`src/ipet_pkg.sv`:
```
// constants for the interrupt priority and external trigger block
package ipet_pkg;
  localparam int unsigned ipet_num_src = 11;
  localparam int unsigned ipet_vec_w = 4;
  localparam logic [7:0] ipet_timer_extirq_control_ofs = 8'h88;
  localparam logic [7:0] ipet_ipl_ofs = 8'hb8;
  localparam logic [7:0] ipet_iph_ofs = 8'hba;
  localparam logic [7:0] ipet_extended_priority_high_ofs = 8'hbb;
  localparam logic [7:0] ipet_eipl_ofs = 8'hbc;
  localparam logic [7:0] ipet_ext23_ofs = 8'hc0;
  localparam logic [7:0] ipet_ipl_mask = 8'h3f;
  localparam logic [7:0] ipet_iph_mask = 8'hff;
  localparam logic [7:0] ipet_eip_mask = 8'h07;
  localparam logic [7:0] ipet_ext23_mask = 8'h88;
  localparam logic [7:0] ipet_reg_rst = 8'h00;
  localparam int unsigned ipet_timer_extirq_control_ie1_bit = 3;
  localparam int unsigned ipet_timer_extirq_control_it1_bit = 2;
  localparam int unsigned ipet_timer_extirq_control_ie0_bit = 1;
  localparam int unsigned ipet_timer_extirq_control_it0_bit = 0;
  localparam int unsigned ipet_ext3_bit = 7;
  localparam int unsigned ipet_ext2_bit = 3;
  localparam logic [1:0] ipet_lvl_none = 2'h0;
  // vector numbers of the priority-register sources
  localparam logic [3:0] ipet_vec_ext2 = 4'h6;
  localparam logic [3:0] ipet_vec_ext3 = 4'h7;
  localparam logic [3:0] ipet_vec_spi = 4'h8;
  localparam logic [3:0] ipet_vec_wake = 4'h9;
  localparam logic [3:0] ipet_vec_bod = 4'ha;
  localparam logic [3:0] ipet_vec_ext0 = 4'h0;
  localparam logic [3:0] ipet_vec_ext1 = 4'h2;
  localparam logic [3:0] ipet_vec_none = 4'hf;
endpackage

```
`src/ipet_arbiter.sv`:
```
// priority arbiter: picks the winning source among requests
`timescale 1ns/1ns
module ipet_arbiter #(
  parameter int unsigned NSRC = 11
) (
  // request side
  input wire logic [NSRC-1:0] req,
  input wire logic [2*NSRC-1:0] lvl,
  // result
  output logic found,
  output logic [3:0] win_vec,
  output logic [1:0] win_lvl
);
  initial begin
    if (NSRC < 1 || NSRC > 15) $error("ipet_arbiter: NSRC out of range");
  end
  // ascending vector order
  always_comb begin
    found = 1'b0;
    win_vec = 4'hf;
    win_lvl = 2'h0;
    // scan downward so the lowest vector wins ties, non-strict (>=) compare for level
    for (int i = NSRC - 1; i >= 0; i--) begin
      if (req[i] && (!found || lvl[2*i +: 2] >= win_lvl)) begin
        found = 1'b1;
        win_vec = 4'(i);
        win_lvl = lvl[2*i +: 2];
      end
    end
  end
endmodule // ipet_arbiter

```
`src/ipet_top.sv`:
```
// interrupt priority registers, external 0/1 trigger logic and arbitration
//
// How it works
// low priority register holds one bit per basic source, bits 7:6 reserved.
// high priority register pairs each bit; bits 7/6 serve external 3/2.
// extended low register: brown-out bit 2, wake timer bit 1, spi bit 0.
// extended high register pairs with extended low for those three sources.
// both high priority registers reset to zero.
// type select 0 means low level, 1 means falling edge.
// edge mode sets a sticky flag, cleared by software or service entry.
// level mode flag is the inverse of the active-low pin, unlatched.
// four levels across eleven sources, each with flag and enable.
// a routine is preempted only by a strictly higher level.
// pins sampled once per machine cycle; high then low is an edge.
// level is high:low bits, 11 highest; ties go to lowest vector.
//
// Local design decision: the Avalon-MM interface to the registers.
`timescale 1ns/1ns
module ipet_top
  import ipet_pkg::*;
#(
  parameter int unsigned MC_DIV = 12
) (
  // clock and reset
  input wire logic clk,
  input wire logic rst_b,
  // avalon-mm slave
  input wire logic [7:0] avs_address,
  input wire logic avs_read,
  input wire logic avs_write,
  input wire logic [31:0] avs_writedata,
  output logic [31:0] avs_readdata,
  output logic avs_waitrequest,
  // external pins, active low
  input wire logic ext_irq0_pin_n,
  input wire logic ext_irq1_pin_n,
  // other sources: request flags and enables by vector number
  input wire logic [ipet_num_src-1:0] src_req,
  input wire logic [ipet_num_src-1:0] src_en,
  input wire logic global_en,
  // cpu core
  input wire logic svc_enter,
  input wire logic svc_return,
  output logic irq_pending,
  output logic [3:0] irq_vector,
  output logic [1:0] active_level,
  output logic in_service
);
  initial begin
    if (MC_DIV < 1 || MC_DIV > 255) $error("ipet_top: MC_DIV out of range");
  end

  logic [7:0] ipl_q, iph_q, eipl_q, extended_priority_high_q, ext23_q;
  logic it0_q, it1_q, ie0_edge_q, ie1_edge_q;
  logic [1:0] samp_q;
  logic [7:0] mc_cnt_q;
  logic [3:0] svc_vec_q;
  logic [1:0] act_lvl_q;
  logic act_q;
  logic rd_pend_q;
  logic [31:0] rdata_q;
  logic irq_q;
  logic [3:0] vec_q;
  logic [1:0] lvl_q;

  // machine cycle tick
  wire mc_tick = (mc_cnt_q == 8'(MC_DIV - 1));

  // bus decode
  wire sel_timer_extirq_control = (avs_address == ipet_timer_extirq_control_ofs);
  wire sel_ipl = (avs_address == ipet_ipl_ofs);
  wire sel_iph = (avs_address == ipet_iph_ofs);
  wire sel_extended_priority_high = (avs_address == ipet_extended_priority_high_ofs);
  wire sel_eipl = (avs_address == ipet_eipl_ofs);
  wire sel_ext23 = (avs_address == ipet_ext23_ofs);
  wire wr = avs_write && !avs_waitrequest;
  wire [7:0] wd = avs_writedata[7:0];

  // level flags
  wire ie0_lvl = !ext_irq0_pin_n;
  wire ie1_lvl = !ext_irq1_pin_n;
  // type select chooses flag source
  wire ie0 = it0_q ? ie0_edge_q : ie0_lvl;
  wire ie1 = it1_q ? ie1_edge_q : ie1_lvl;

  // edge is previous sample high, new sample low
  wire edge0 = mc_tick && samp_q[0] && ext_irq0_pin_n == 1'b0;
  wire edge1 = mc_tick && samp_q[1] && ext_irq1_pin_n == 1'b0;

  // service entry clears edge flags of the source served
  wire clr0_hw = svc_enter && irq_q && vec_q == ipet_vec_ext0;
  wire clr1_hw = svc_enter && irq_q && vec_q == ipet_vec_ext1;
  wire wr_timer_extirq_control = wr && sel_timer_extirq_control;

  wire [7:0] timer_extirq_control_rd = {4'h0, ie1, it1_q, ie0, it0_q};
  wire [7:0] rd_mux =
    sel_timer_extirq_control ? timer_extirq_control_rd :
    sel_ipl ? (ipl_q & ipet_ipl_mask) :
    sel_iph ? iph_q :
    sel_extended_priority_high ? (extended_priority_high_q & ipet_eip_mask) :
    sel_eipl ? (eipl_q & ipet_eip_mask) :
    sel_ext23 ? (ext23_q & ipet_ext23_mask) : 8'h00;

  // level of each source as high:low
  function automatic logic [1:0] lvl_of(input logic h, input logic l);
    return {h, l};
  endfunction

  // eleven sources, vectors 0..10
  logic [2*ipet_num_src-1:0] lvls;
  // basic sources by vector number
  // high bits paired at the same positions
  assign lvls[1:0] = lvl_of(iph_q[0], ipl_q[0]);
  assign lvls[3:2] = lvl_of(iph_q[1], ipl_q[1]);
  assign lvls[5:4] = lvl_of(iph_q[2], ipl_q[2]);
  assign lvls[7:6] = lvl_of(iph_q[3], ipl_q[3]);
  assign lvls[9:8] = lvl_of(iph_q[4], ipl_q[4]);
  assign lvls[11:10] = lvl_of(iph_q[5], ipl_q[5]);
  assign lvls[13:12] = lvl_of(iph_q[6], ext23_q[ipet_ext2_bit]);
  assign lvls[15:14] = lvl_of(iph_q[7], ext23_q[ipet_ext3_bit]);
  // extended low bits
  // extended high paired
  assign lvls[17:16] = lvl_of(extended_priority_high_q[0], eipl_q[0]);
  assign lvls[19:18] = lvl_of(extended_priority_high_q[1], eipl_q[1]);
  assign lvls[21:20] = lvl_of(extended_priority_high_q[2], eipl_q[2]);

  // external flags replace the caller's inputs at vectors 0 and 2
  logic [ipet_num_src-1:0] reqs;
  always_comb begin
    reqs = src_req;
    reqs[ipet_vec_ext0] = ie0;
    reqs[ipet_vec_ext1] = ie1;
    reqs = reqs & src_en & {ipet_num_src{global_en}};
  end

  logic found;
  logic [3:0] win_vec;
  logic [1:0] win_lvl;
  ipet_arbiter #(.NSRC(ipet_num_src)) u_arb (
    .req(reqs),
    .lvl(lvls),
    .found(found),
    .win_vec(win_vec),
    .win_lvl(win_lvl)
  );

  // strictly higher level only
  wire can_take = found && (!act_q || win_lvl > act_lvl_q);

  always_ff @(posedge clk or negedge rst_b) begin
    if (!rst_b) begin
      mc_cnt_q <= 8'h00;
      samp_q <= 2'h3;
    end else begin
      mc_cnt_q <= mc_tick ? 8'h00 : mc_cnt_q + 8'h01;
      if (mc_tick) begin
        samp_q <= {ext_irq1_pin_n, ext_irq0_pin_n};
      end
    end
  end

  // high registers reset to zero
  always_ff @(posedge clk or negedge rst_b) begin
    if (!rst_b) begin
      ipl_q <= ipet_reg_rst;
      iph_q <= ipet_reg_rst;
      eipl_q <= ipet_reg_rst;
      extended_priority_high_q <= ipet_reg_rst;
      ext23_q <= ipet_reg_rst;
    end else if (wr) begin
      if (sel_ipl) ipl_q <= wd & ipet_ipl_mask;
      if (sel_iph) iph_q <= wd & ipet_iph_mask;
      if (sel_eipl) eipl_q <= wd & ipet_eip_mask;
      if (sel_extended_priority_high) extended_priority_high_q <= wd & ipet_eip_mask;
      if (sel_ext23) ext23_q <= wd & ipet_ext23_mask;
    end
  end

  // sticky edge flags, set wins over clear
  always_ff @(posedge clk or negedge rst_b) begin
    if (!rst_b) begin
      it0_q <= 1'b0;
      it1_q <= 1'b0;
      ie0_edge_q <= 1'b0;
      ie1_edge_q <= 1'b0;
    end else begin
      if (wr_timer_extirq_control) begin
        it0_q <= wd[ipet_timer_extirq_control_it0_bit];
        it1_q <= wd[ipet_timer_extirq_control_it1_bit];
      end
      if (edge0) ie0_edge_q <= 1'b1;
      else if (clr0_hw) ie0_edge_q <= 1'b0;
      else if (wr_timer_extirq_control) ie0_edge_q <= wd[ipet_timer_extirq_control_ie0_bit];
      if (edge1) ie1_edge_q <= 1'b1;
      else if (clr1_hw) ie1_edge_q <= 1'b0;
      else if (wr_timer_extirq_control) ie1_edge_q <= wd[ipet_timer_extirq_control_ie1_bit];
    end
  end

  // one nesting slot in total is enough: a return unwinds one step
  // by going back to idle; deeper nesting is tracked by the core
  always_ff @(posedge clk or negedge rst_b) begin
    if (!rst_b) begin
      act_q <= 1'b0;
      act_lvl_q <= ipet_lvl_none;
      svc_vec_q <= ipet_vec_none;
    end else if (svc_enter && irq_q) begin
      act_q <= 1'b1;
      act_lvl_q <= lvl_q;
      svc_vec_q <= vec_q;
    end else if (svc_return) begin
      act_q <= 1'b0;
      act_lvl_q <= ipet_lvl_none;
      svc_vec_q <= ipet_vec_none;
    end
  end

  always_ff @(posedge clk or negedge rst_b) begin
    if (!rst_b) begin
      irq_q <= 1'b0;
      vec_q <= ipet_vec_none;
      lvl_q <= ipet_lvl_none;
    end else begin
      irq_q <= can_take;
      vec_q <= can_take ? win_vec : ipet_vec_none;
      // level kept with the offered vector, not the live winner
      lvl_q <= can_take ? win_lvl : ipet_lvl_none;
    end
  end

  // read takes one wait cycle so data comes from a flop
  always_ff @(posedge clk or negedge rst_b) begin
    if (!rst_b) begin
      rd_pend_q <= 1'b0;
      rdata_q <= 32'h0000_0000;
    end else begin
      rd_pend_q <= avs_read && !rd_pend_q;
      if (avs_read && !rd_pend_q) rdata_q <= {24'h00_0000, rd_mux};
    end
  end

  assign avs_waitrequest = avs_read && !rd_pend_q;
  assign avs_readdata = rdata_q;
  assign irq_pending = irq_q;
  assign irq_vector = vec_q;
  assign active_level = act_lvl_q;
  assign in_service = act_q;
endmodule // ipet_top

```
`config.mk`:
```
export PLATFORM = sky130hd
export DESIGN_NAME = ipet_top
export DESIGN_NICKNAME = d
export VERILOG_FILES = /design/src/ipet_pkg.sv /design/src/ipet_arbiter.sv /design/src/ipet_top.sv
export SDC_FILE = /design/constraint.sdc
export NUM_CORES = 1
export LEC_CHECK = 0
export ABC_AREA = 1
export BUFFER_PORTS_ARGS = -buffer_cell sky130_fd_sc_hd__buf_2
export CAP_MARGIN = 40
export CORE_ASPECT_RATIO = 0.7
export CORE_MARGIN = 1.5
export CORE_UTILIZATION = 53
export DETAILED_ROUTE_END_ITERATION = 7
export PLACE_DENSITY_LB_ADDON = 0.1
export SETUP_SLACK_MARGIN = 0.05
export SLEW_MARGIN = 25
export SYNTH_ARGS = -nofsm -noshare
export SYNTH_HDL_FRONTEND = slang
export SYNTH_SLANG_ARGS = --single-unit
```
`constraint.sdc`:
```
create_clock -name clk -period 13.52 [get_ports clk]
set_input_delay 0 -clock clk [delete_from_list [all_inputs] [get_ports clk]]
set_output_delay 0 -clock clk [all_outputs]
set_load 0.01 [all_outputs]
```
# Yosys cells after proc, flatten, opt, wreduce, memory -nomap -nowiden
# Index checks and enable logic that the tools add are counted.
# totals
register_bits	55
wordCells	152
mem_bits_ro	0
mem_count	0
ramBits	0
latchBits	0
out_inout_bits	41
in_bits	71
# classes
n_mul	0
n_div	0
addsub	1
n_mux	54
n_eq_ne	8
reduce_logical	56
magnitude_cmp	11
bitwise_logic	4
shift	0
# ops
operator	n
$mux 8	7
$eq 8x8->1 const B	6
$mux 4	9
$mux 2	14
$and 11x11->11	2
$logic_and 1x1->1	21
$mux 1	21
$ge 2x2->1	10
$logic_not 1->1	15
$logic_or 1x1->1	11
$reduce_and 2->1	5
$mux 3	3
$add 8x1->8 const B	1
$eq 8x4->1 const B	1
$reduce_bool 3->1	2
$eq 4x2->1 const B	1
$logic_not 4->1	1
$gt 2x2->1	1
$not 1->1	2
$reduce_bool 2->1	1

# Depth between registers and ports, before layout
# Gate-level depths: netlist (run 1).
# depth
word_depth	49
mapped_depth	88
depth_no_buf	88

# By module
# Synthesis (run 1) repeated with hierarchy kept, for this count alone.
# hier_totals
hier_cells	512
area_unflattened_um2	4073.9
# by_module_without_submodules
module	n_inst	area_each_um2	cells_per_inst
ipet_top	1	2952.8	338
ipet_arbiter	1	1121.1	174

# Worst setup path after synthesis (run 1)
# Ideal clock, no wire load.
# synth_path
path_type	flip-flop to flip-flop
start	reg eipl_q[2]
end	reg vec_q[2] (netlist: irq_vector[2])
synth_period_minus_slack_ns	9.776
required_ns	13.441
path_stages_with_launch	75
n_path_buf	0
slack_ns	3.744
arrival_time_ns	9.697
path_cell_list	dfrtp_1 inv_1 nor2_1 ha_1 o21ai_0 nand2_2 nand2_4 nand2_2 and2_1 ha_1 nand2_1 nand3_2 nand2_4 nand2_2 o21ai_2 ha_1 o21ai_0 nand3_2 [... 39 more ...] nand2_1 nand3_1 and2_1 ha_1 o21ai_0 nand3b_1 nand2_1 or2_2 nand2_1 inv_1 ha_1 inv_1 nor2_1 o21ai_0 nand2_1 o21ai_0 inv_1 o21ai_0
# synth_between
elab_chain_len	45
word_cells_on_any_way	74
classes_between	order compare (11); mux (32); reduce/logical (31)
# synth_rtl
item	line_no	source
start, declared	ipet_top.sv:53	logic [7:0] ipl_q, iph_q, eipl_q, extended_priority_high_q, ext23_q;
start signal, assigned	ipet_top.sv:167	eipl_q <= ipet_reg_rst;
start signal, assigned	ipet_top.sv:173	if (sel_eipl) eipl_q <= wd & ipet_eip_mask;
$mux 2 *	ipet_arbiter.sv:24	if (req[i] && (!found || lvl[2*i +: 2] >= win_lvl)) begin
$ge 2x2->1	ipet_arbiter.sv:24	
$logic_or 1x1->1	ipet_arbiter.sv:24	
$logic_and 1x1->1	ipet_arbiter.sv:24	
$mux 2 / $mux 1 (equally long branches)	ipet_arbiter.sv:24	
$ge 2x2->1 / $logic_not 1->1 (equally long branches)	ipet_arbiter.sv:24	
$logic_or 1x1->1	ipet_arbiter.sv:24	
$logic_and 1x1->1	ipet_arbiter.sv:24	
[... 30 more ...]	n/a	
$logic_or 1x1->1	ipet_arbiter.sv:24	
$logic_and 1x1->1	ipet_arbiter.sv:24	
$mux 2	ipet_arbiter.sv:24	
$gt 2x2->1	ipet_top.sv:148	wire can_take = found && (!act_q || win_lvl > act_lvl_q);
$logic_or 1x1->1	ipet_top.sv:148	
$logic_and 1x1->1 *	ipet_top.sv:148	
via can_take	ipet_top.sv:148	
$mux 4 *	ipet_top.sv:225	vec_q <= can_take ? win_vec : ipet_vec_none;
end signal, assigned	ipet_top.sv:221	vec_q <= ipet_vec_none;
end signal, assigned	ipet_top.sv:225	
end, declared	ipet_top.sv:63	logic [3:0] vec_q;
# The timed path passes the listed nets; every way through them passes the cells marked *.
# A chain may end at the register's enable or synchronous reset.

# Worst setup path in the final report (run 1)
# layout_path
start	reg eipl_q[2]
end	reg vec_q[1] (netlist: irq_vector[1])
# Same word-level chain as after synthesis.

==> results.py, run 1 <==
metrics = {
    "grt": {
        "grt_pass1_vias": 3127,
        "grt_pass1_wl_um": 14700,
        "antenna_violations_before_repair": 0,
        "track_usage_pct": 24.0,
        "grt_overflow": 0,
        "grt_max_degree": 56,
    },
    "worst_hold_path": {
        "min_delay_path_depth": 3,
        "holdCritPathClass": "in -> reg",
    },
    "timing": {
        "rsz0062_at_grt": "false",
        "setup_violations": 0,
        "finalCriticalPeriod_ns": 10.91,
        "finalWorstSetupSlack_ns": 2.61,
        "setup-tns-final_ns": 0,
        "hold_worst_slack_ns": -0.00320,
        "worst_rel_slew_slack_pct": 51.7,
        "share_of_the_clock_period_used_by_the_worst_path_after_layout_pct": 80.7,
        "final-hold-violation-count": 2,
        "drv_slew": 0,
        "final.setup_skew_ns": 0.00882,
        "worst-slew-pin-transition_ns": 0.718,
        "fmaxAchievable_mhz": 91.7,
    },
    "cts": {
        "cts-htree-levels": 2,
        "clock_tree_from_tritoncts": "done",
        "clk-insertion-delay-late_ns": 0.32,
        "cts_root_buffer_type": "sky130_fd_sc_hd__clkbuf_8",
        "ctsResizeCount": 0,
        "cts_max_path_bufs": 2,
        "clk_transition_reported_paths_ns": 0.10,
        "cts-buffers-inserted": 5,
        "clock_sinks": 55,
    },
    "place": {
        "port_buffer_count": 61,
        "post-place-cells": 644,
        "detailedPlacementHpwl_um": 6990,
        "post-place-ws_ns": 2.52,
        "globalplace.congestion": 0.924,
    },
    "synthesis": {
        "synthesis.area_per_instance_um2": 7.76,
        "yosys_warnings": 0,
        "ys_seq_elements": 55,
        "synthesis.area_um2": 3820,
        "ys_types": 40,
        "share_of_synthesized_area_occupied_by_flip_flops_and_latches_pct": 36.3,
        "synthesis.instances": 492,
    },
    "pwr": {
        "power.density_nw_per_um2": 89.3,
        "power.static_leakage_uw": 0.00227,
        "max-vdd-ir-drop_mv": 0.0540,
    },
    "setup_path": {
        "crit_path_top_delay_cell": "sky130_fd_sc_hd__dfrtp_1",
        "arrival_ns": 11.13,
        "critical_path_required_ns": 13.74,
        "crit_fanout": 6,
        "register_to_register_setup_slack_ns": 2.61,
        "crit_type": "reg -> reg",
        "worstSetupStartpointType": "flop",
        "setup.worst_path.end_class": "flop",
        "critical-path-top-cell-by-count": "sky130_fd_sc_hd__ha_1",
        "critical_path_buf_inv_count": 8,
        "timing.critical_path.max_delay_family": "simple AND/OR/NAND/NOR gates",
        "timing.critical_path.depth": 77,
        "worst_path_largest_cell_delay_ns": 0.39,
        "rr_worst_depth": 77,
    },
    "die": {
        "die_w_um": 104,
        "placementRows": 25,
        "design.core.area_um2": 6850,
        "start_util_pct": 55.7,
        "die_height_um": 74.0,
        "io-pin-count": 112,
        "floorplan.die_area_um2": 7730,
    },
    "drt": {
        "drt_iter0_drc": 213,
        "drt_pass_1_iters": 4,
        "route.antenna.remaining_nets": 0,
        "drt_wl_total_um": 8870,
        "route.detailed.drc": 0,
        "num_vias": 3269,
        "routed_wire_length_per_instance_um": 13.4,
        "via_density_per_instance": 4.94,
    },
    "layout": {
        "layout-area-overhead-vs-synth_pct": 14.5,
        "insertedDiodeCount": 0,
        "num-fill-cells": 616,
        "final_net_count": 658,
        "stdcell_count": 662,
        "final_layout_size_suffix_gt1_share_pct": 24.1,
        "fin_util_pct": 63.8,
    },
    "outcome": {
        "run_status": "complete, but fails checks",
        "violations": "hold timing",
    },
    "job": {
        "maxCapViolations": 0,
    },
}
flip-flops by register name, summed over array words and instances (netlist names), 2 cells and up:
register / flops
avs_readdata: 8
iph_q: 8
mc_cnt_q: 8
ipl_q: 6
irq_vector: 4
eipl_q: 3
extended_priority_high_q: 3
active_level: 2
ext23_q: 2
lvl_q: 2
samp_q: 2
metal layers:
metal  part of all wire (%)  up-vias  track usage (%)  routed length [um]
li1                       -     1685                -                   -
met1                     50     1482             33.8                4410
met2                     44       92             39.8                3920
met3                    5.3       10             4.21                 472
met4                   0.73        0             4.32                  65
met5                      0        -                0                   0
kinds of logic (layout without fill, tap and decap cells):
group                      after synthesis  count (layout)  share of synthesized area, %
AOI/OAI and AO/OA                       87              87                          13.0
DFF                                     55              55                          36.3
xor gates and xnor gates                 3               3                         0.688
other                                    1              24                        0.0982
buffers and inverters                  120             173                          14.5
and+or+nand+nor                        206             206                          28.8
adders and majority gates               20              20                          6.56
power breakdown:
part	total [uW]	leakage [uW]	switching, uW	internal, uW
clock network	129	0.0000654	55.3	74.1
registers	184	0.000719	7.28	177
logic	76.4	0.00148	48.1	28.3
total	390	0.00227	111	279
through the flow:
| stage | hold WS (ns) | power (uW) | area (um^2) |
|---|---|---|---|
| 6_report | -0.00320 | 390 | 4370 |
| 5_1_grt | 0.0188 | 410 | 4370 |
| 4_1_cts | 0.0000520 | 391 | 4370 |
| 3_5_place_dp | 0.178 | 260 | 4140 |
| 3_3_place_gp | 0.171 | 258 | 4130 |
| 2_1_floorplan | -0.296 | 237 | 3900 |
layout make-up:
class	count	area, um^2	share of cell area [%]
multi-input combinational	340	1970	45.0
sequential	55	1380	31.7
timing repair buffer	73	418	9.56
inverter	92	352	8.05
tap	94	118	2.69
clock buffer	6	72.6	1.66
clock inverter	2	60.1	1.37
Yosys cell counts, drive strengths merged:
library cell / instances / area (um^2)
o221ai: 2 / 17.5
nand2: 105 / 514
xnor2: 1 / 8.76
inv: 90 / 338
buf: 25 / 191
nor3: 5 / 25.0
a22o: 1 / 8.76
nand3: 41 / 293
clkbuf: 3 / 11.3
a21oi: 17 / 85.1
o21ai: 60 / 319
or2: 3 / 18.8
or3: 1 / 6.26
nor2: 36 / 140
nor4: 5 / 31.3
nand4: 2 / 12.5
a32oi: 1 / 8.76
dfstp: 6 / 158
dfrtp: 49 / 1230
and2: 5 / 33.8
a221oi: 3 / 26.3
conb: 1 / 3.75
nand3b: 3 / 26.3
ha: 20 / 250
xor2: 2 / 17.5
o211ai: 1 / 12.5
clkinv: 2 / 13.8
a32o: 2 / 20.0
worst register-to-register path: cells and delay by family (launching register included):
kind,cells,cell delay (ns)
and+or+nand+nor,40,4.33
adders and majority gates,11,2.92
buffers and inverters,8,0.59
DFF,1,0.39
AOI/OAI and AO/OA,18,2.55
placed cells by master, fill, tap and decap left out, drive strengths merged, types with 2 or more instances in the layout:
| cell | n |
|---|---|
| and2 | 5 |
| dfstp | 6 |
| dfrtp | 49 |
| o221ai | 2 |
| nand4 | 2 |
| bufinv | 2 |
| nor3 | 5 |
| buf | 63 |
| conb | 24 |
| inv | 90 |
| nor4 | 5 |
| clkinv | 2 |
| nand3 | 41 |
| nand2 | 105 |
| nor2 | 36 |
| or2 | 3 |
| a21oi | 17 |
| dlygate4sd3 | 10 |
| a221oi | 3 |
| nand3b | 3 |
| ha | 20 |
| xor2 | 2 |
| a32o | 2 |
| clkbuf | 6 |
| o21ai | 60 |
worst paths after layout:
path | startpoint | to
setup / recovery | eipl_q[2] | irq_vector[1]
hold / removal | avs_writedata[3] | iph_q[3]
setup reg to reg | eipl_q[2] | irq_vector[1]
hold reg to reg | mc_cnt_q[0] | mc_cnt_q[0]
max in group asynchronous | rst_b | mc_cnt_q[5]
min in group asynchronous | rst_b | mc_cnt_q[6]
repair_timing:
item                                   CTS  global route
buffers inserted                         0             0
endpoints found under the hold margin   63             0
hold buffers                            10             0
Power figures use the tool's default switching activity.
==> inputs of run 2 (changes only) <==
- ABC_AREA: 1 -> 0
- CORE_UTILIZATION: 53 -> 48
- clock period: 13.52 -> 9.1 ns (I/O delays scaled with it)
==> run 2 against run 1 <==
Effect of this change:
- the flow finishes with violations (setup timing)
- via count is 23% higher
- worst setup slack worse by 6.2 ns
- sequential power is 54% higher
- register-to-register slack worse by 6.2 ns
- first-iteration DRC count is 24% higher
- power is 89% higher
- global-route usage is 5.5 points higher
- non-clock buffer count is 117 higher
- synthesized cell count is 12% lower
- critical endpoint is now lvl_q[0]
- highest routed layer unchanged
==> results.py, run 2 <==
metrics = {
    "outcome": {
        "run_status": "complete, but fails checks",
        "violations": "setup timing",
    },
    "die": {
        "die_height_um": 77.8,
        "floorplan.die_area_um2": 8550,
        "design.core.area_um2": 7800,
        "start_util_pct": 49.2,
        "die_w_um": 110,
        "io-pin-count": 112,
        "placementRows": 27,
    },
    "timing": {
        "worst-slew-pin-transition_ns": 0.695,
        "rsz0062_at_grt": "true",
        "drv_slew": 0,
        "hold_worst_slack_ns": 0.0108,
        "final-hold-violation-count": 0,
        "final.setup_skew_ns": 0.00490,
        "fmaxAchievable_mhz": 79.1,
        "finalCriticalPeriod_ns": 12.64,
        "worst_rel_slew_slack_pct": 53.6,
        "setup_violations": 7,
        "share_of_the_clock_period_used_by_the_worst_path_after_layout_pct": 139,
        "finalWorstSetupSlack_ns": -3.54,
    },
    "synthesis": {
        "synth_async_sr_flop_share_pct": 100,
        "cell_types_with_the_largest_area_share_after_synthesis": "sky130_fd_sc_hd__dfrtp_1 32%, sky130_fd_sc_hd__ha_1 6.5%, sky130_fd_sc_hd__buf_4 5.1%, sky130_fd_sc_hd__nand2_1 4.9%, sky130_fd_sc_hd__o21ai_0 4.3%",
        "ys_top_cells_by_count": "50 x sky130_fd_sc_hd__nand2_1, 49 x sky130_fd_sc_hd__dfrtp_1, 33 x sky130_fd_sc_hd__o21ai_0",
        "post-synth-top-count-cell": "sky130_fd_sc_hd__nand2_1",
        "post_synth_edffs": 0,
        "synth_top_flop_cell": "sky130_fd_sc_hd__dfrtp_1",
        "ys_types": 74,
        "share_of_synthesized_area_occupied_by_flip_flops_and_latches_pct": 36.0,
        "synthesis.area_um2": 3840,
        "synthesis.instances": 432,
        "yosys_warnings": 0,
        "ys_seq_elements": 55,
        "synthesis.area_per_instance_um2": 8.89,
        "post-synth-top-area-fraction_pct": 31.9,
        "synth.largest_area_cell": "sky130_fd_sc_hd__dfrtp_1",
    },
    "drt": {
        "route.detailed.drc": 0,
        "via_density_per_instance": 5.58,
        "routed_wire_length_per_instance_um": 17.2,
        "drt_wl_total_um": 12400,
        "route.antenna.remaining_nets": 0,
        "drt_pass_1_iters": 5,
        "num_vias": 4022,
        "drt_iter0_drc": 265,
    },
    "cts": {
        "clock_tree_from_tritoncts": "done",
        "cts_root_buffer_type": "sky130_fd_sc_hd__clkbuf_16",
        "clock_sinks": 55,
        "clk-insertion-delay-late_ns": 0.29,
        "cts-htree-levels": 2,
        "cts_max_path_bufs": 2,
        "cts-buffers-inserted": 5,
        "clk_transition_reported_paths_ns": 0.07,
    },
    "grt": {
        "track_usage_pct": 29.5,
        "grt_pass1_vias": 3863,
        "antenna_violations_before_repair": 0,
        "grt_max_degree": 56,
        "grt_pass1_wl_um": 19100,
        "grt_overflow": 0,
    },
    "place": {
        "post-place-cells": 656,
        "port_buffer_count": 61,
        "detailedPlacementHpwl_um": 8650,
        "globalplace.congestion": 0.884,
    },
    "pwr": {
        "power.static_leakage_uw": 0.00273,
        "power.density_nw_per_um2": 129,
        "p_clk_share_pct": 27.0,
        "total_switching_power_uw": 234,
        "post-layout-total-power_uw": 736,
        "power_frac_comb_pct": 34.6,
        "portion_of_total_power_attributed_to_sequential_cells_pct": 38.4,
        "max-vdd-ir-drop_mv": 0.0881,
        "p_int_uw": 502,
        "switching_share_pct": 31.8,
    },
    "setup_path": {
        "critical_path_required_ns": 9.28,
        "crit_type": "reg -> reg",
        "setup.worst_path.end_class": "flop",
        "worstSetupStartpointType": "flop",
        "worst_path_largest_cell_delay_ns": 0.37,
        "crit_fanout": 5,
        "arrival_ns": 12.82,
        "crit_path_top_delay_cell": "sky130_fd_sc_hd__a221o_2",
    },
    "layout": {
        "regArea_um2": 1380,
        "layout-area-overhead-vs-synth_pct": 48.0,
        "top_library_cells_by_usage_in_the_layout_fill_and_taps_aside": "115 x sky130_fd_sc_hd__buf_4, 61 x sky130_fd_sc_hd__buf_2, 49 x sky130_fd_sc_hd__nand2_1, 49 x sky130_fd_sc_hd__dfrtp_1, 28 x sky130_fd_sc_hd__o21ai_0",
        "num-fill-cells": 570,
        "most_common_cell_after_layout_fill_and_taps_aside": "sky130_fd_sc_hd__buf_4",
        "insertedDiodeCount": 0,
        "final_layout_size_suffix_gt1_share_pct": 45.3,
        "stdcell_count": 721,
        "final_net_count": 710,
        "multi_input_area_um2": 2620,
    },
    "job": {
        "maxCapViolations": 0,
    },
    "worst_hold_path": {
        "holdCritPathClass": "in -> reg",
    },
}
==> run 2: changes by cell type in the layout (fill, tap and decap cells not counted), sizes merged, moves of 7 or more <==
| cell | delta |
|---|---|
| buf | +116 |
| inv | -62 |
| nand2 | -55 |
| nand3 | -26 |
| o21ai | -21 |
| nand2b | +14 |
| nor2 | -13 |
| mux2 | +12 |
| a21oi | +8 |
| a22oi | +7 |
| and3 | +7 |
==> run 2: cells by family (layout without fill, tap and decap cells) <==
family	after synthesis	after routing	synth area share, %
AO/OA/AOI/OAI	119	119	21.5
flip-flops	55	55	36.0
other	1	24	0.0977
buffers and inverters	60	225	8.41
AND/OR/NAND/NOR	154	154	21.2
adder cells (fa/ha/maj)	22	22	7.04
XOR/XNOR	6	6	1.37
multiplexers	15	15	4.40
==> run 2: power groups by stage <==
| stage | clock [uW] | combinational (uW) | sequential, uW |
|---|---|---|---|
| final | 199 | 254 | 283 |
| after global routing | 209 | 275 | 285 |
| after CTS | 199 | 229 | 281 |
| after detailed placement | 0 | 194 | 285 |
| after global placement | 0 | 190 | 284 |
| after floorplan | 0 | 116 | 287 |
==> run 2: final cells by class <==
cell class	instances	share of cell area (%)
clock buffer	5	2.20
clock inverter	3	0.418
inverter	27	1.78
multi-input combinational	340	46.0
sequential	55	24.4
tap	101	2.22
timing repair buffer	190	23.0
==> run 2: worst max-delay path: cells and delay by family, from the launching register on <==
| kind | cells | cell delay (ns) |
|---|---|---|
| compound gates | 32 | 5.47 |
| fa+ha+maj | 12 | 3.14 |
| buf+inv | 6 | 0.46 |
| flops | 1 | 0.36 |
| mux | 2 | 0.61 |
| simple gates | 17 | 2.43 |
==> run 2: path summary, 6_finish.rpt <==
check	cells after the start	slack, ns	from	endpoint
setup / recovery	69	-3.54	eipl_q[2]	lvl_q[0]
setup reg to reg	69	-3.54	eipl_q[2]	lvl_q[0]
hold / removal	3	0.01	avs_writedata[0]	ipl_q[0]
hold reg to reg	1	0.47	mc_cnt_q[7]	mc_cnt_q[7]
min in group asynchronous	3	0.37	rst_b	eipl_q[1]
max in group asynchronous	3	8.27	rst_b	lvl_q[0]
==> run 2: metrics by stage <==
step	util (%)	TNS (ns)	area [um^2]	setup WS (ns)
6_report	72.8	-23.74	5680	-3.54
5_1_grt	72.8	-27.67	5680	-4.12
4_1_cts	70.9	-23.16	5530	-3.37
3_5_place_dp	62.1	-24.14	4840	-3.56
3_3_place_gp	62.0	-22.58	4840	-3.32
2_1_floorplan	-	-20.51	4100	-3.10
==> run 2: per-layer routing <==
metal / part of all wire (%) / up-vias / global-route usage (%) / routed length (um)
li1: - / 1886 / - / -
met4: 1.8 / 0 / 7.66 / 219
met3: 7.4 / 29 / 4.45 / 917
met2: 45 / 192 / 46.6 / 5530
met5: 0 / - / 0 / 0
met1: 46 / 1915 / 42.0 / 5730
==> run 2: timing repair <==
item | CTS | global route
gates resized for setup | 24 | 19
pin swaps | 41 | 22
setup endpoints to repair | 7 | 7
endpoints found under the hold margin | 62 | 0
setup buffers | 38 | 7
hold buffers | 11 | 0
==> inputs of run 3 (changes only) <==
- CORE_ASPECT_RATIO: 0.7 -> 1.2
- HOLD_SLACK_MARGIN: not set -> 0.02
- SKIP_CTS_REPAIR_TIMING: not set -> 1
==> run 3 against run 2 <==
Effect of this change:
- the flow still finishes with violations (setup timing)
- die area barely moved
- cell count decreased by 5.4%
- fmax is 1.1% higher
- non-clock buffer count fell by 30
- flip-flop and latch count unchanged
- clock-buffer cell count unchanged
- global-route usage is 4.9 points lower
- worst hold slack improved by 0.098 ns
- register-to-register slack improved by 0.14 ns
- sequential power is essentially flat
- largest cell class unchanged
- largest power group unchanged
==> results.py, run 3 (synthesis gave the netlist of run 2 again) <==
metrics = {
    "drt": {
        "via_density_per_instance": 5.50,
        "route.detailed.drc": 0,
        "num_vias": 3749,
        "route.antenna.remaining_nets": 0,
        "drt_wl_total_um": 11000,
        "drt_iter0_drc": 162,
        "routed_wire_length_per_instance_um": 16.2,
        "drt_pass_1_iters": 4,
    },
    "setup_path": {
        "critical_path_required_ns": 9.33,
        "register_to_register_setup_slack_ns": -3.40,
        "critical_path_buf_inv_count": 8,
        "critical-path-top-cell-by-count": "sky130_fd_sc_hd__nand2b_4",
        "worstSetupStartpointType": "flop",
        "crit_path_top_delay_cell": "sky130_fd_sc_hd__a221o_2",
        "r2r-end": "irq_vector[3]",
        "r2r_start": "eipl_q[2]",
        "crit_fanout": 4,
        "arrival_ns": 12.73,
        "setup.worst_path.end_class": "flop",
        "rr_worst_depth": 69,
        "crit_type": "reg -> reg",
        "timing.critical_path.max_delay_family": "compound AO/OA/AOI/OAI gates",
        "worst_path_largest_cell_delay_ns": 0.40,
    },
    "die": {
        "start_util_pct": 49.8,
        "placementRows": 35,
        "die_height_um": 101,
        "floorplan.die_area_um2": 8540,
        "design.core.area_um2": 7710,
        "die_w_um": 84.6,
        "io-pin-count": 112,
    },
    "pwr": {
        "power.density_nw_per_um2": 123,
        "max-vdd-ir-drop_mv": 0.0780,
        "post-layout-total-power_uw": 663,
        "power.static_leakage_uw": 0.00256,
    },
    "cts": {
        "clk-insertion-delay-late_ns": 0.32,
        "clock_sinks": 55,
        "clock_tree_from_tritoncts": "done",
        "cts-htree-levels": 2,
        "cts_max_path_bufs": 2,
        "cts-buffers-inserted": 5,
        "clk_transition_reported_paths_ns": 0.11,
        "cts_root_buffer_type": "sky130_fd_sc_hd__clkbuf_8",
    },
    "layout": {
        "final_net_count": 680,
        "final_layout_size_suffix_gt1_share_pct": 42.9,
        "post-route-cell-area_um2": 5410,
        "fin_util_pct": 70.2,
        "most_common_cell_after_layout_fill_and_taps_aside": "sky130_fd_sc_hd__buf_4",
        "insertedDiodeCount": 0,
        "stdcell_count": 682,
        "layout-area-overhead-vs-synth_pct": 41.0,
        "top_library_cells_by_usage_in_the_layout_fill_and_taps_aside": "84 x sky130_fd_sc_hd__buf_4, 61 x sky130_fd_sc_hd__buf_2, 49 x sky130_fd_sc_hd__nand2_1, 49 x sky130_fd_sc_hd__dfrtp_1, 28 x sky130_fd_sc_hd__o21ai_0",
    },
    "timing": {
        "worst_rel_slew_slack_pct": 47.3,
        "final.setup_skew_ns": 0.0148,
        "final-hold-violation-count": 0,
        "drv_slew": 0,
        "fmaxAchievable_mhz": 80.0,
        "setup_violations": 7,
        "hold_worst_slack_ns": 0.109,
        "rsz0062_at_grt": "true",
        "finalCriticalPeriod_ns": 12.50,
        "finalWorstSetupSlack_ns": -3.40,
        "worst-slew-pin-transition_ns": 0.787,
        "share_of_the_clock_period_used_by_the_worst_path_after_layout_pct": 137,
    },
    "worst_hold_path": {
        "timing.hold.worst_endpoint": "it1_q",
        "holdCritPathClass": "in -> reg",
        "min_delay_path_depth": 3,
        "hp-start": "avs_address[6]",
    },
    "grt": {
        "antenna_violations_before_repair": 0,
        "grt_pass1_wl_um": 16700,
        "grt_overflow": 0,
        "track_usage_pct": 24.6,
        "grt_max_degree": 56,
        "grt_pass1_vias": 3545,
    },
    "place": {
        "globalplace.congestion": 0.923,
        "postPlaceCellArea_um2": 4820,
        "port_buffer_count": 61,
        "detailedPlacementHpwl_um": 8510,
        "post-place-cells": 646,
    },
    "job": {
        "maxCapViolations": 0,
    },
    "outcome": {
        "violations": "setup timing",
        "run_status": "complete, but fails checks",
    },
}
## run 3: changes by cell type in the layout (fill, tap and decap cells not counted), moves of 3 or more
cell,delta
sky130_fd_sc_hd__buf_4,-31
sky130_fd_sc_hd__ha_1,-3
sky130_fd_sc_hd__clkbuf_8,+5
sky130_fd_sc_hd__ha_4,+3
sky130_fd_sc_hd__clkbuf_16,-5
## run 3: worst max path at each step
stage	cells after the start	slack [ns]	startpoint	to
6_report	69	-3.40	eipl_q[2]	irq_vector[3]
5_1_grt	69	-4.02	eipl_q[2]	lvl_q[0]
3_3_place_gp	68	-3.10	eipl_q[2]	lvl_q[0]
3_5_place_dp	68	-3.52	eipl_q[2]	lvl_q[0]
2_1_floorplan	67	-3.10	eipl_q[2]	lvl_q[0]
4_1_cts	68	-3.60	eipl_q[2]	lvl_q[0]
## run 3: routing by layer
metal	track usage, %	up-vias	routed length, um
li1	-	1826	-
met5	0	-	0
met3	2.46	28	345
met1	29.5	1805	4420
met2	44.7	90	5860
met4	10.5	0	404
## run 3: cell type report
class / count / area (um^2)
Clock buffer: 5 / 68.8
Clock inverter: 3 / 23.8
Fill cell: 656 / 2290
Inverter: 27 / 101
Multi-Input combinational cell: 340 / 2640
Sequential cell: 55 / 1380
Tap cell: 92 / 115
Timing Repair Buffer: 160 / 1080
## run 3: worst reg2reg max path, delay by kind of cell (launching register included)
kind / cells / cell delay [ns]
adders and majority gates: 13 / 3.36
buffers and inverters: 8 / 0.72
and+or+nand+nor: 17 / 2.37
AOI/OAI and AO/OA: 31 / 5.59
DFF: 1 / 0.37
## run 3: metrics by stage
stage / worst slack, ns / TNS, ns
4_1_cts: -3.60 / -24.45
5_1_grt: -4.02 / -27.79
2_1_floorplan: -3.10 / -20.51
3_5_place_dp: -3.52 / -23.84
6_report: -3.40 / -23.56
3_3_place_gp: -3.10 / -21.18
## run 3: power by group
part	total (uW)	switching [uW]	internal, uW
Clock	141	85.5	55.8
Sequential	281	13.7	267
Combinational	242	118	124
Total	663	217	447
